==> config.mk <==
export PLATFORM = sky130hd
export DESIGN_NAME = fault_supervisor
export DESIGN_NICKNAME = d
export VERILOG_FILES = /design/src/pkg/fsup_pkg.sv /design/src/pkg/filt_if.sv /design/src/rtl/deb_filter.sv /design/src/rtl/core_guard.sv /design/src/rtl/fault_supervisor.sv
export SDC_FILE = /design/constraint.sdc
export NUM_CORES = 1
export LEC_CHECK = 0
export BUFFER_PORTS_ARGS = -buffer_cell sky130_fd_sc_hd__buf_4
export CAP_MARGIN = 30
export CORE_MARGIN = 8
export CORE_UTILIZATION = 40
export CTS_CLUSTER_DIAMETER = 50
export CTS_CLUSTER_SIZE = 16
export DETAILED_ROUTE_END_ITERATION = 7
export GPL_TIMING_DRIVEN = 0
export HOLD_SLACK_MARGIN = 0.12
export PLACE_DENSITY = 0.6
export SLEW_MARGIN = 20
export SYNTH_ARGS = -nofsm -noshare
export SYNTH_HDL_FRONTEND = slang
export SYNTH_SLANG_ARGS = --single-unit
==> constraint.sdc <==
create_clock -name i_sys_clk -period 29.7 [get_ports i_sys_clk]
set_input_delay 1.485 -clock i_sys_clk [delete_from_list [all_inputs] [get_ports i_sys_clk]]
set_output_delay 1.485 -clock i_sys_clk [all_outputs]
set_load 0.01 [all_outputs]
==> src/pkg/fsup_pkg.sv <==
package fsup_pkg;
    // Clock and timing
    localparam int unsigned CLK_PERIOD_NS = 10;
    localparam int unsigned DEB_SHORT_NS = 20000;
    localparam int unsigned DEB_SHORT_CYC = (DEB_SHORT_NS + CLK_PERIOD_NS - 1) / CLK_PERIOD_NS;
    localparam int unsigned PROT_WIN_NS = 1000000;
    localparam int unsigned PROT_WIN_CYC = (PROT_WIN_NS + CLK_PERIOD_NS - 1) / CLK_PERIOD_NS;
    localparam int unsigned EN_SAMPLE_NS = 3000;
    localparam int unsigned EN_SAMPLE_CYC = EN_SAMPLE_NS / CLK_PERIOD_NS;
    localparam int unsigned OTP_LOAD_CYC = 8;
    localparam int unsigned CNT_W = 17;
    localparam int unsigned NUM_CORES = 4;

    // Register byte addresses
    localparam logic [7:0] ADDR_CTRL = 8'h00;
    localparam logic [7:0] ADDR_FLAGS = 8'h04;
    localparam logic [7:0] ADDR_MASK = 8'h08;
    localparam logic [7:0] ADDR_STATUS = 8'h0c;

    // Control word layout
    localparam int unsigned CTRL_EN_LSB = 0;
    localparam int unsigned CTRL_PIN_LSB = 4;
    localparam int unsigned CTRL_DIS_LSB = 8;
    localparam int unsigned CTRL_WSEL_BIT = 12;
    localparam int unsigned CTRL_W = 13;

    // Flag word layout, also used by the mask word except that mask bit 1 masks the reset flag
    localparam int unsigned FLG_WARN_BIT = 0;
    localparam int unsigned FLG_SD_BIT = 1;
    localparam int unsigned FLG_RST_BIT = 2;
    localparam int unsigned FLG_SHORT_LSB = 4;
    localparam int unsigned FLG_SUM_LSB = 8;
    localparam int unsigned MSK_W = 8;

    // Status word layout
    localparam int unsigned ST_WARN_BIT = 0;
    localparam int unsigned ST_SD_BIT = 1;
    localparam int unsigned ST_RUN_LSB = 4;
    localparam int unsigned ST_MODE_LSB = 8;
    localparam int unsigned ST_ILIM_LSB = 16;
    localparam int unsigned ST_PG_LSB = 20;

    // Reset and one-time-programmed values
    localparam logic [CTRL_W-1:0] CTRL_RST = 13'h0000;
    localparam logic [CTRL_W-1:0] CTRL_OTP = 13'h0fff;
    localparam logic [MSK_W-1:0] MSK_RST = 8'h00;

    typedef enum logic [4:0] {
        M_OFF = 5'h01,
        M_BIAS = 5'h02,
        M_OTP = 5'h04,
        M_IDLE = 5'h08,
        M_RUN = 5'h10
    } mode_t;

    typedef enum logic [2:0] {
        C_OFF = 3'h1,
        C_START = 3'h2,
        C_RUN = 3'h4
    } core_st_t;
endpackage

==> src/pkg/filt_if.sv <==
`timescale 1ns/10ps
interface filt_if;
    logic raw;
    logic clean;
    modport filt (input raw, output clean);
    modport user (output raw, input clean);
endinterface

==> src/rtl/deb_filter.sv <==
`timescale 1ns/10ps
module deb_filter import fsup_pkg::*; #(
    parameter int unsigned WIN_CYC = 2
) (
    input wire logic i_sys_clk, // System clock
    input wire logic i_rst_n, // Synced reset, active low
    filt_if.filt lane // Raw in, filtered out
);
    typedef struct packed {
        logic clean;
        logic [CNT_W-1:0] cnt;
    } deb_t;
    deb_t q, d;

    // Output flips only after the raw level held for the whole window
    always_comb begin
        d = q;
        if (lane.raw == q.clean) begin
            d.cnt = '0;
        end else if (q.cnt == CNT_W'(WIN_CYC - 1)) begin
            d.clean = lane.raw;
            d.cnt = '0;
        end else begin
            d.cnt = q.cnt + 1'b1;
        end
    end

    always_ff @(posedge i_sys_clk or negedge i_rst_n) begin
        if (!i_rst_n) begin
            q <= '0;
        end else begin
            q <= d;
        end
    end

    assign lane.clean = q.clean;
endmodule // deb_filter

==> src/rtl/core_guard.sv <==
`timescale 1ns/10ps
module core_guard import fsup_pkg::*; #(
    parameter int unsigned START_CYC = 2
) (
    input wire logic i_sys_clk, // System clock
    input wire logic i_rst_n, // Synced reset, active low
    input wire logic i_req, // Core wanted on and allowed
    input wire logic i_fb_low, // Raw output below short level
    input wire logic i_ovl, // Filtered overload level
    output logic o_active, // Core switching
    output logic o_run, // Start-up done, regulating
    output logic o_fault // Short or overload, one pulse
);
    typedef struct packed {
        core_st_t st;
        logic [CNT_W-1:0] cnt;
    } guard_t;
    guard_t q, d;

    // Start window, then watch for overload while regulating
    always_comb begin
        d = q;
        o_fault = 1'b0;
        case (q.st)
            C_OFF: begin
                d.cnt = '0;
                if (i_req) begin
                    d.st = C_START;
                end
            end
            C_START: begin
                d.cnt = q.cnt + 1'b1;
                if (!i_req) begin
                    d.st = C_OFF;
                end else if (q.cnt == CNT_W'(START_CYC - 1)) begin
                    d.cnt = '0;
                    if (i_fb_low) begin
                        o_fault = 1'b1;
                        d.st = C_OFF;
                    end else begin
                        d.st = C_RUN;
                    end
                end
            end
            C_RUN: begin
                if (!i_req) begin
                    d.st = C_OFF;
                end else if (i_ovl) begin
                    o_fault = 1'b1;
                    d.st = C_OFF;
                end
            end
            default: begin
                d.st = C_OFF;
                d.cnt = '0;
            end
        endcase
    end

    always_ff @(posedge i_sys_clk or negedge i_rst_n) begin
        if (!i_rst_n) begin
            q <= '{st: C_OFF, cnt: '0};
        end else begin
            q <= d;
        end
    end

    assign o_active = (q.st != C_OFF);
    assign o_run = (q.st == C_RUN);
endmodule // core_guard

==> src/rtl/fault_supervisor.sv <==
`timescale 1ns/10ps
// Overview of operation
// Selectable warning threshold sets flag, asserts irq
// Live warning visible; write one clears flag
// Disabled core: stage off, discharge if enabled
// Output low at 1 ms: short disable
// Feedback low 1 ms while running: overload disable
// Short sets flags, clears running, asserts irq
// Clearing short flag retries wanted core
// Thermal shutdown: all off, flag, irq, idle
// Shutdown clear ignored while condition persists
// No enabling during shutdown or pending flag
// Undervoltage: all off, discharge, off state
// Leaving off state sets reset flag
// Inputs debounced by counter, one clock accuracy
// Enable pins only synchronised, 3 us sampling
// 20 us filter on thermal, limit, power-good
// 1 ms filter on overload detection
// Off until release high, then bias up
// OTP load with cores disabled
// Idle ready: cores off, registers open
// Running whenever any core enabled
// Irq held while any unmasked flag pending
// Masked flags still set, not irq
module fault_supervisor import fsup_pkg::*; #(
    parameter int unsigned PROT_CYC = PROT_WIN_CYC
) (
    input wire logic i_sys_clk, // 100 MHz clock
    input wire logic i_rst_n, // Async reset, active low
    input wire logic [7:0] i_address, // Avalon byte address
    input wire logic i_read, // Avalon read
    input wire logic i_write, // Avalon write
    input wire logic [31:0] i_writedata, // Avalon write data
    input wire logic [3:0] i_byteenable, // Avalon byte lanes
    output logic [31:0] o_readdata, // Avalon read data
    output logic o_waitrequest, // Avalon wait
    input wire logic i_power_on_release, // Release pin level
    input wire logic i_supply_ok, // Analog supply above lockout
    input wire logic i_temp_warn_lo, // Die above low warn level
    input wire logic i_temp_warn_hi, // Die above high warn level
    input wire logic i_temp_sd, // Die above shutdown level
    input wire logic [3:0] i_enable_pin, // Per-core enable pins
    input wire logic [3:0] i_fb_low, // Feedback below 0.35 V
    input wire logic [3:0] i_current_limit, // Peak limit active
    input wire logic [3:0] i_power_good, // Output reached target
    output logic o_irq_n, // Interrupt, active low
    output logic [3:0] o_core_on, // Power stage switching
    output logic [3:0] o_core_hiz, // Power stage high impedance
    output logic [3:0] o_discharge_on // Output pulldown on
);
    localparam int unsigned NL = 14;
    localparam int unsigned NS = 10;

    typedef struct packed {
        mode_t mode;
        logic [3:0] otp_cnt;
        logic [8:0] en_cnt;
        logic [3:0] en_m;
        logic [3:0] en_s;
        logic [3:0] en_q;
        logic [CTRL_W-1:0] ctrl;
        logic [MSK_W-1:0] msk;
        logic warn_f;
        logic sd_f;
        logic rst_f;
        logic [3:0] short_f;
        logic wait_q;
        logic [31:0] rdata;
        logic irq_n;
        logic [3:0] core_on;
        logic [3:0] hiz;
        logic [3:0] dis;
    } sup_t;
    sup_t q, d;

    logic rst_m_q;
    logic rst_s_q;
    logic [NL-1:0] raw_vec;
    logic [NL-1:0] clean_vec;
    logic [3:0] core_req;
    logic [3:0] core_act;
    logic [3:0] core_run;
    logic [3:0] core_flt;
    logic warn_live;
    logic sd_live;
    logic [3:0] ilim_live;
    logic [3:0] pg_live;
    logic [3:0] ovl_live;

    // Reset release through two stages; assertion stays asynchronous
    always_ff @(posedge i_sys_clk or negedge i_rst_n) begin
        if (!i_rst_n) begin
            rst_m_q <= 1'b0;
            rst_s_q <= 1'b0;
        end else begin
            rst_m_q <= 1'b1;
            rst_s_q <= rst_m_q;
        end
    end

    // Warning comparator picked before filtering, so a threshold change is also debounced
    assign raw_vec[0] = q.ctrl[CTRL_WSEL_BIT] ? i_temp_warn_hi : i_temp_warn_lo;
    assign raw_vec[1] = i_temp_sd;
    assign raw_vec[5:2] = i_current_limit;
    assign raw_vec[9:6] = i_power_good;
    // Overload watch only while regulating; an idle or ramping output is low by nature
    assign raw_vec[13:10] = i_fb_low & core_run;

    // One counter filter per lane: short window lanes, then overload lanes
    filt_if lane_if [NL] ();
    for (genvar i = 0; i < NL; i++) begin : g_lane
        assign lane_if[i].raw = raw_vec[i];
        assign clean_vec[i] = lane_if[i].clean;
        deb_filter #(
            .WIN_CYC(i < NS ? DEB_SHORT_CYC : PROT_CYC)
        ) u_deb (
            .i_sys_clk(i_sys_clk),
            .i_rst_n(rst_s_q),
            .lane(lane_if[i])
        );
    end

    assign warn_live = clean_vec[0];
    assign sd_live = clean_vec[1];
    assign ilim_live = clean_vec[5:2];
    assign pg_live = clean_vec[9:6];
    assign ovl_live = clean_vec[13:10];

    // Per-core start window and overload watch
    for (genvar c = 0; c < NUM_CORES; c++) begin : g_core
        core_guard #(
            .START_CYC(PROT_CYC)
        ) u_guard (
            .i_sys_clk(i_sys_clk),
            .i_rst_n(rst_s_q),
            .i_req(core_req[c]),
            .i_fb_low(i_fb_low[c]),
            .i_ovl(ovl_live[c]),
            .o_active(core_act[c]),
            .o_run(core_run[c]),
            .o_fault(core_flt[c])
        );
    end

    // Enable request: register bit, optionally gated by the sampled pin
    always_comb begin
        logic allow;
        allow = 1'b0;
        allow = ((q.mode == M_IDLE) || (q.mode == M_RUN)) && !sd_live && !q.sd_f;
        for (int c = 0; c < NUM_CORES; c++) begin
            core_req[c] = allow && !q.short_f[c] && i_supply_ok && i_power_on_release
                && q.ctrl[CTRL_EN_LSB + c] && (!q.ctrl[CTRL_PIN_LSB + c] || q.en_q[c]);
        end
    end

    // Main next-state logic
    always_comb begin
        logic [31:0] be_m;
        logic [31:0] wmask;
        logic acc;
        logic wr;
        logic [MSK_W-1:0] pend;
        be_m = '0;
        wmask = '0;
        acc = 1'b0;
        wr = 1'b0;
        pend = '0;
        d = q;

        // Mode sequencing; losing supply or release wins from any mode
        case (q.mode)
            M_OFF: begin
                if (i_power_on_release) begin
                    d.mode = M_BIAS;
                end
            end
            M_BIAS: begin
                if (i_supply_ok) begin
                    d.mode = M_OTP;
                    d.otp_cnt = '0;
                end
            end
            M_OTP: begin
                d.otp_cnt = q.otp_cnt + 1'b1;
                d.ctrl = CTRL_OTP;
                if (q.otp_cnt == 4'(OTP_LOAD_CYC - 1)) begin
                    d.mode = M_IDLE;
                end
            end
            M_IDLE: begin
                if (|core_act) begin
                    d.mode = M_RUN;
                end
            end
            M_RUN: begin
                if (!(|core_act)) begin
                    d.mode = M_IDLE;
                end
            end
            default: begin
                d.mode = M_OFF;
            end
        endcase
        if (!i_supply_ok || !i_power_on_release) begin
            d.mode = M_OFF;
        end

        // Enable pins: two-stage sync, then sampled every 3 us with no filtering
        d.en_m = i_enable_pin;
        d.en_s = q.en_m;
        if (q.en_cnt == 9'(EN_SAMPLE_CYC - 1)) begin
            d.en_cnt = '0;
            d.en_q = q.en_s;
        end else begin
            d.en_cnt = q.en_cnt + 1'b1;
        end

        // Bus: one wait cycle, answer on the cycle waitrequest is low
        acc = (i_read || i_write) && q.wait_q;
        wr = i_write && !q.wait_q;
        d.wait_q = !acc;
        for (int b = 0; b < 4; b++) begin
            be_m[8*b +: 8] = {8{i_byteenable[b]}};
        end
        wmask = i_writedata & be_m;
        if (wr && i_address == ADDR_CTRL) begin
            d.ctrl = (q.ctrl & ~be_m[CTRL_W-1:0]) | wmask[CTRL_W-1:0];
        end
        if (wr && i_address == ADDR_MASK) begin
            d.msk = (q.msk & ~be_m[MSK_W-1:0]) | wmask[MSK_W-1:0];
        end
        if (wr && i_address == ADDR_FLAGS) begin
            if (wmask[FLG_WARN_BIT] && !warn_live) begin
                d.warn_f = 1'b0;
            end
            if (wmask[FLG_SD_BIT] && !sd_live) begin
                d.sd_f = 1'b0;
            end
            if (wmask[FLG_RST_BIT]) begin
                d.rst_f = 1'b0;
            end
            d.short_f = q.short_f & ~wmask[FLG_SHORT_LSB +: 4];
        end

        // Sets come after clears, so an event in the clear cycle is kept
        if (warn_live) begin
            d.warn_f = 1'b1;
        end
        if (sd_live) begin
            d.sd_f = 1'b1;
        end
        d.short_f = d.short_f | core_flt;
        if (q.mode == M_OTP && d.mode == M_IDLE) begin
            d.rst_f = 1'b1;
        end

        // Off state holds control, mask and the warning, shutdown and short flags at their cleared values; the reset flag keeps its value
        if (d.mode == M_OFF) begin
            d.ctrl = CTRL_RST;
            d.msk = MSK_RST;
            d.warn_f = 1'b0;
            d.sd_f = 1'b0;
            d.short_f = '0;
        end

        // Interrupt: unmasked pending flags; shutdown has no mask
        pend[0] = d.warn_f && !d.msk[0];
        pend[1] = d.rst_f && !d.msk[1];
        pend[2] = d.sd_f;
        pend[7:4] = d.short_f & ~d.msk[7:4];
        d.irq_n = !(|pend);

        // Read data, registered ahead of the answer cycle
        d.rdata = '0;
        if (acc && i_read) begin
            case (i_address)
                ADDR_CTRL: d.rdata[CTRL_W-1:0] = q.ctrl;
                ADDR_MASK: d.rdata[MSK_W-1:0] = q.msk;
                ADDR_FLAGS: begin
                    d.rdata[FLG_WARN_BIT] = q.warn_f;
                    d.rdata[FLG_SD_BIT] = q.sd_f;
                    d.rdata[FLG_RST_BIT] = q.rst_f;
                    d.rdata[FLG_SHORT_LSB +: 4] = q.short_f;
                    d.rdata[FLG_SUM_LSB +: 4] = q.short_f;
                end
                ADDR_STATUS: begin
                    d.rdata[ST_WARN_BIT] = warn_live;
                    d.rdata[ST_SD_BIT] = sd_live;
                    d.rdata[ST_RUN_LSB +: 4] = core_run;
                    d.rdata[ST_MODE_LSB +: 5] = q.mode;
                    d.rdata[ST_ILIM_LSB +: 4] = ilim_live;
                    d.rdata[ST_PG_LSB +: 4] = pg_live;
                end
                default: d.rdata = '0;
            endcase
        end

        // Stage drive; pulldowns forced while the supply is lost
        d.core_on = core_act & core_req;
        d.hiz = ~d.core_on;
        for (int c = 0; c < NUM_CORES; c++) begin
            d.dis[c] = !d.core_on[c] && (d.ctrl[CTRL_DIS_LSB + c] || d.mode == M_OFF);
        end
    end

    always_ff @(posedge i_sys_clk or negedge rst_s_q) begin
        if (!rst_s_q) begin
            q <= '0;
            q.mode <= M_OFF;
            q.ctrl <= CTRL_RST;
            q.msk <= MSK_RST;
            q.wait_q <= 1'b1;
            q.irq_n <= 1'b1;
            q.hiz <= 4'hf;
            q.dis <= 4'hf;
        end else begin
            q <= d;
        end
    end

    assign o_readdata = q.rdata;
    assign o_waitrequest = q.wait_q;
    assign o_irq_n = q.irq_n;
    assign o_core_on = q.core_on;
    assign o_core_hiz = q.hiz;
    assign o_discharge_on = q.dis;
endmodule // fault_supervisor

Word level (Yosys, flattened, before mapping)
Cells that the tools add are included.

$add $sub $neg: 20. Equality and inequality tests: 73. Mux-type cells: 118. Bitwise gates (word level): 29. Reductions and logical operators: 95.

Operators with widths (count): $mux 17 (32); $add 17x1->17 const B (18); $eq 17x11->1 const B (10); $eq 17x17->1 const B (8); $pmux 17 s2 (4); $mux 20 (4); $mux 3 (20); $logic_and 1x1->1 (37); $pmux 3 s3 (4); $reduce_and 2->1 (15); $mux 1 (27); $and 13x13->13 (2); $mux 13 (2); $mux 5 (5); $pmux 5 s5 (1); $mux 24 (1); $ne 3x3->1 const B (8); $mux 23 (1); $logic_not 1->1 (22); $mux 9 (2); $and 4x4->4 (4); $eq 8x4->1 const B (2); $mux 8 (2); $pmux 4 s4 (1); 39 further kinds (103).

Register bits after elaboration: 438. Input port bits: 69. Word-level logic and storage cells: 393.

Depth between registers and ports, before layout
Depth after elaboration: 16. Gate-level depth with buffers: 9. Gate-level depth less buffers: 8.

By module
A second synthesis with hierarchy kept.

Cell total of the unflattened synthesis: 2138. Area, all modules: 21485.6 um^2.

Modules (own cells, without submodules): deb_filter (g_lane[0].u_deb ...) (instances 10, cells an instance 87, area an instance 888.4 um^2); core_guard (instances 4, cells an instance 129, area an instance 1137.3 um^2); fault_supervisor (instances 1, cells an instance 404, area an instance 4504.3 um^2); deb_filter (g_lane[10].u_deb ...) (instances 4, cells an instance 87, area an instance 887.1 um^2).

Worst setup path after synthesis
No wires, ideal clock.

Path type: input-to-reg. Start point: in i_address[5]. End point: reg q (netlist bit o_irq_n). Data arrival time: 3323 ps. Slack: 26281 ps. Stages: 6. Path buffers: 0. Path through: or4_1 -> nor2_1 -> nand3_1 -> mux2i_1 -> a22o_1 -> nor4_1.

RTL lines: from (decl) (line fault_supervisor.sv:30) `input wire logic [7:0] i_address,`; to (decl) (line fault_supervisor.sv:74) `sup_t q, d;`.

==> flow_metrics.tcl <==
set metrics [dict create \
    vdd_ir_drop_max_mv 0.0426 \
    synth-xor-area-share 0.0999 \
    synth_compound_area_frac 0.0651 \
    p_leak_nw 10.5 \
    cts_tree "done" \
    grt_pass1_vias 15100 \
    netlist_area_sq_um 20300 \
    r2r_slack_ps 26740 \
    seq_area_sq_um 10700 \
    r2r_cells 9 \
    power_density_nw_per_um2 53.2 \
    ys_seq_area_frac 0.526 \
    hold_class "reg2async" \
    htreeDepth 2 \
    arrival_ps 4520 \
    clockRootBuffer "clkbuf_16" \
    layout_common_cells "dfrtp_1, nor2_1, nand2_1" \
    synth_ff_type "dfrtp_1" \
    slew_headroom 0.430 \
    setup.worst_path.start_class "primary input" \
    num_io_pins 115 \
    rsz0062_at_grt "false" \
    critPathLaunch "i_address[5]" \
    post-route-drc-count 0 \
    synth_cell_type_count 59 \
    grt_pass1_wl_mm 75.3 \
    cts_setup_buffers 0 \
    required_ps 30130 \
    postSynthCellCount 2090 \
    yosys_warnings 0 \
    overflow 0 \
    hold_viol 0 \
    clockBufferDepth 3 \
    synth_top_family_by_area "simple AND/OR/NAND/NOR gates" \
    gr-usage-all-layers 0.152 \
    critical_path_class "in2reg" \
    wirelength_mm 44.4 \
    yosysTopAreaCell "dfrtp_1" \
    crit_path_end_kind "register" \
    synth_edf_count 0 \
    cp-endpoint "o_irq_n" \
    drtIter0Drc 1123 \
    cts_resized 0 \
    vias 15200 \
    drive_gt1_frac 0.122 \
    synth_area_per_cell_sq_um 9.74 \
    worst_pin_slew_ps 855 \
    routabilityCongestion 0.821 \
    die_h_um 242 \
    r2r-start "q[100]" \
    netlist_top_cells_area "dfrtp_1, nor2_1, xor2_1, xnor2_1, nand3_1" \
    area_growth_pct 16.7 \
    setup_viol 0 \
    fp.dieW_um 242 \
    layout_commonest_cell "dfrtp_1" \
    cts_made_buffers 47 \
    rr_endpoint "g_core[1].u_guard.q[12]" \
    synth.top_cell.area_share 0.507 \
    core-area_sq_um 50200 \
    status "complete, no violations" \
    antenna_found_initial 5 \
    wire_per_inst_um 15.0 \
    dieArea_sq_um 58300 \
    async_flop_share 1.00 \
    grt_max_degree 57 \
    nFillCells 4667 \
    min_period_ps 4090 \
    cts.clk_slew.worst_paths_ps 60 \
    vias_per_cell 5.15 \
    multi_input_area_sq_um 8960 \
    setup_tns_ps 0 \
    holdBufCountCts 0 \
    rows 82 \
    start_util 0.406 \
    p_total_mw 1.26 \
    synth.area.mux_share 0.0212 \
    cts_sinks 427 \
    slew_viol_final 0 \
    period_share 0.138 \
    synthAdderAreaFrac 0.0123 \
    io_buffers 80 \
    maxCapViolCount 0 \
    synth_seq_cells 427 \
    skew_ps 20.6 \
    nNetsFinal 2329 \
    clock_latency_ps 590 \
    hpwl_mm 31.5 \
    dr.pass1.iters 5 \
    cp_max_fo 8 \
    fmax_mhz 244 \
    postRouteAntennaNets 0 \
    synth_simple_gate_area_frac 0.239 \
]
[layout make-up]
| type | instances | share of cell area |
|---|---|---|
| Antenna cell | 1 | 0.000105 |
| Sequential cell | 427 | 0.451 |
| Multi-Input combinational cell | 1523 | 0.377 |
| Tap cell | 672 | 0.0354 |
| Buffer | 102 | 0.0235 |
| Inverter | 48 | 0.00759 |
| Clock buffer | 57 | 0.0536 |
| Timing Repair Buffer | 91 | 0.0350 |
| Clock inverter | 31 | 0.0168 |
[critical path: stages]
cell,delay (ps)
buf_4,100
or4_1,650
nor2_1,500
nand3_1,690
mux2i_1,300
a22o_1,280
nor4_1,500
[sequential cells by signal, summed over array words and instances (netlist names)]
name                     cells
o_core_hiz                   4
o_waitrequest                1
o_readdata                  21
rst_m_q                      1
d                            4
rst_s_q                      1
g_core.u_guard.q            80
g_lane.u_deb.lane.clean     14
o_discharge_on               4
g_lane.u_deb.q             238
o_core_on                    4
q                           54
o_irq_n                      1
[Yosys cell counts, types with 4 or more instances]
cell type  count
nor2b_1       21
o41ai_1        8
mux4_2         6
nand4_1       38
nand3_1      147
nor3_1        33
dfrtp_1      412
nand4b_1       4
or3_1         29
and3_1        71
nor4bb_1       5
o22ai_1       14
nand2_1      153
nand2b_1      34
dfstp_2       15
nor4_1        24
mux2_2        13
nand3b_1       5
clkbuf_1      51
buf_4         44
and4_1        12
o21ai_0      110
or4_1          6
or2_2         11
inv_1         48
nor2_1       358
o31ai_1       13
o21ai_1       12
and2_1        18
xnor2_1       91
a32oi_1        7
mux2i_1       15
nor4b_1        9
xor2_1       141
a21oi_1       51
ha_1          20
[worst min-delay path by stage]
stage / startpoint / to / slack (ps) / cells after the start
floorplan: d[78] / q[78] / 330 / 0
global placement: d[81] / q[81] / 340 / 0
detailed placement: rst_s_q / g_core[1].u_guard.q[12] / 260 / 0
CTS: rst_s_q / d[78] / 270 / 0
global route: rst_s_q / d[78] / 290 / 0
finish: rst_s_q / g_core[1].u_guard.q[12] / 250 / 0
[metrics by stage]
step	hold slack, ps	instance area [sq um]	worst slack (ps)	instances	util
2_1_floorplan	331	20400	16940	2100	-
3_3_place_gp	336	21800	11860	2852	0.435
3_5_place_dp	261	22100	25190	2862	0.440
4_1_cts	267	23700	25790	2950	0.473
5_1_grt	292	23800	25660	2952	0.473
6_report	251	23800	25610	2952	0.473
[cell families after synthesis]
family / count (synthesis)
AOI/OAI and AO/OA: 232
xor gates and xnor gates: 232
adders and majority gates: 20
buffers and inverters: 150
muxes: 34
other: 2
DFF: 427
and+or+nand+nor: 993
[power by group]
part | internal, mW | leakage (nW) | total, mW | switching [mW]
Combinational | 0.0171 | 3.96 | 0.0455 | 0.0284
Clock | 0.366 | 0.807 | 0.623 | 0.256
Sequential | 0.589 | 5.77 | 0.596 | 0.00678
Total | 0.973 | 10.5 | 1.26 | 0.291
[per-layer routing]
| layer | wire length (um) | global-route usage |
|---|---|---|
| met2 | 19100 | 0.225 |
| met1 | 21100 | 0.213 |
| met5 | 54 | 0 |
| met4 | 1130 | 0.0450 |
| met3 | 3040 | 0.0450 |
No activity file was read; power rests on OpenSTA's default activity.
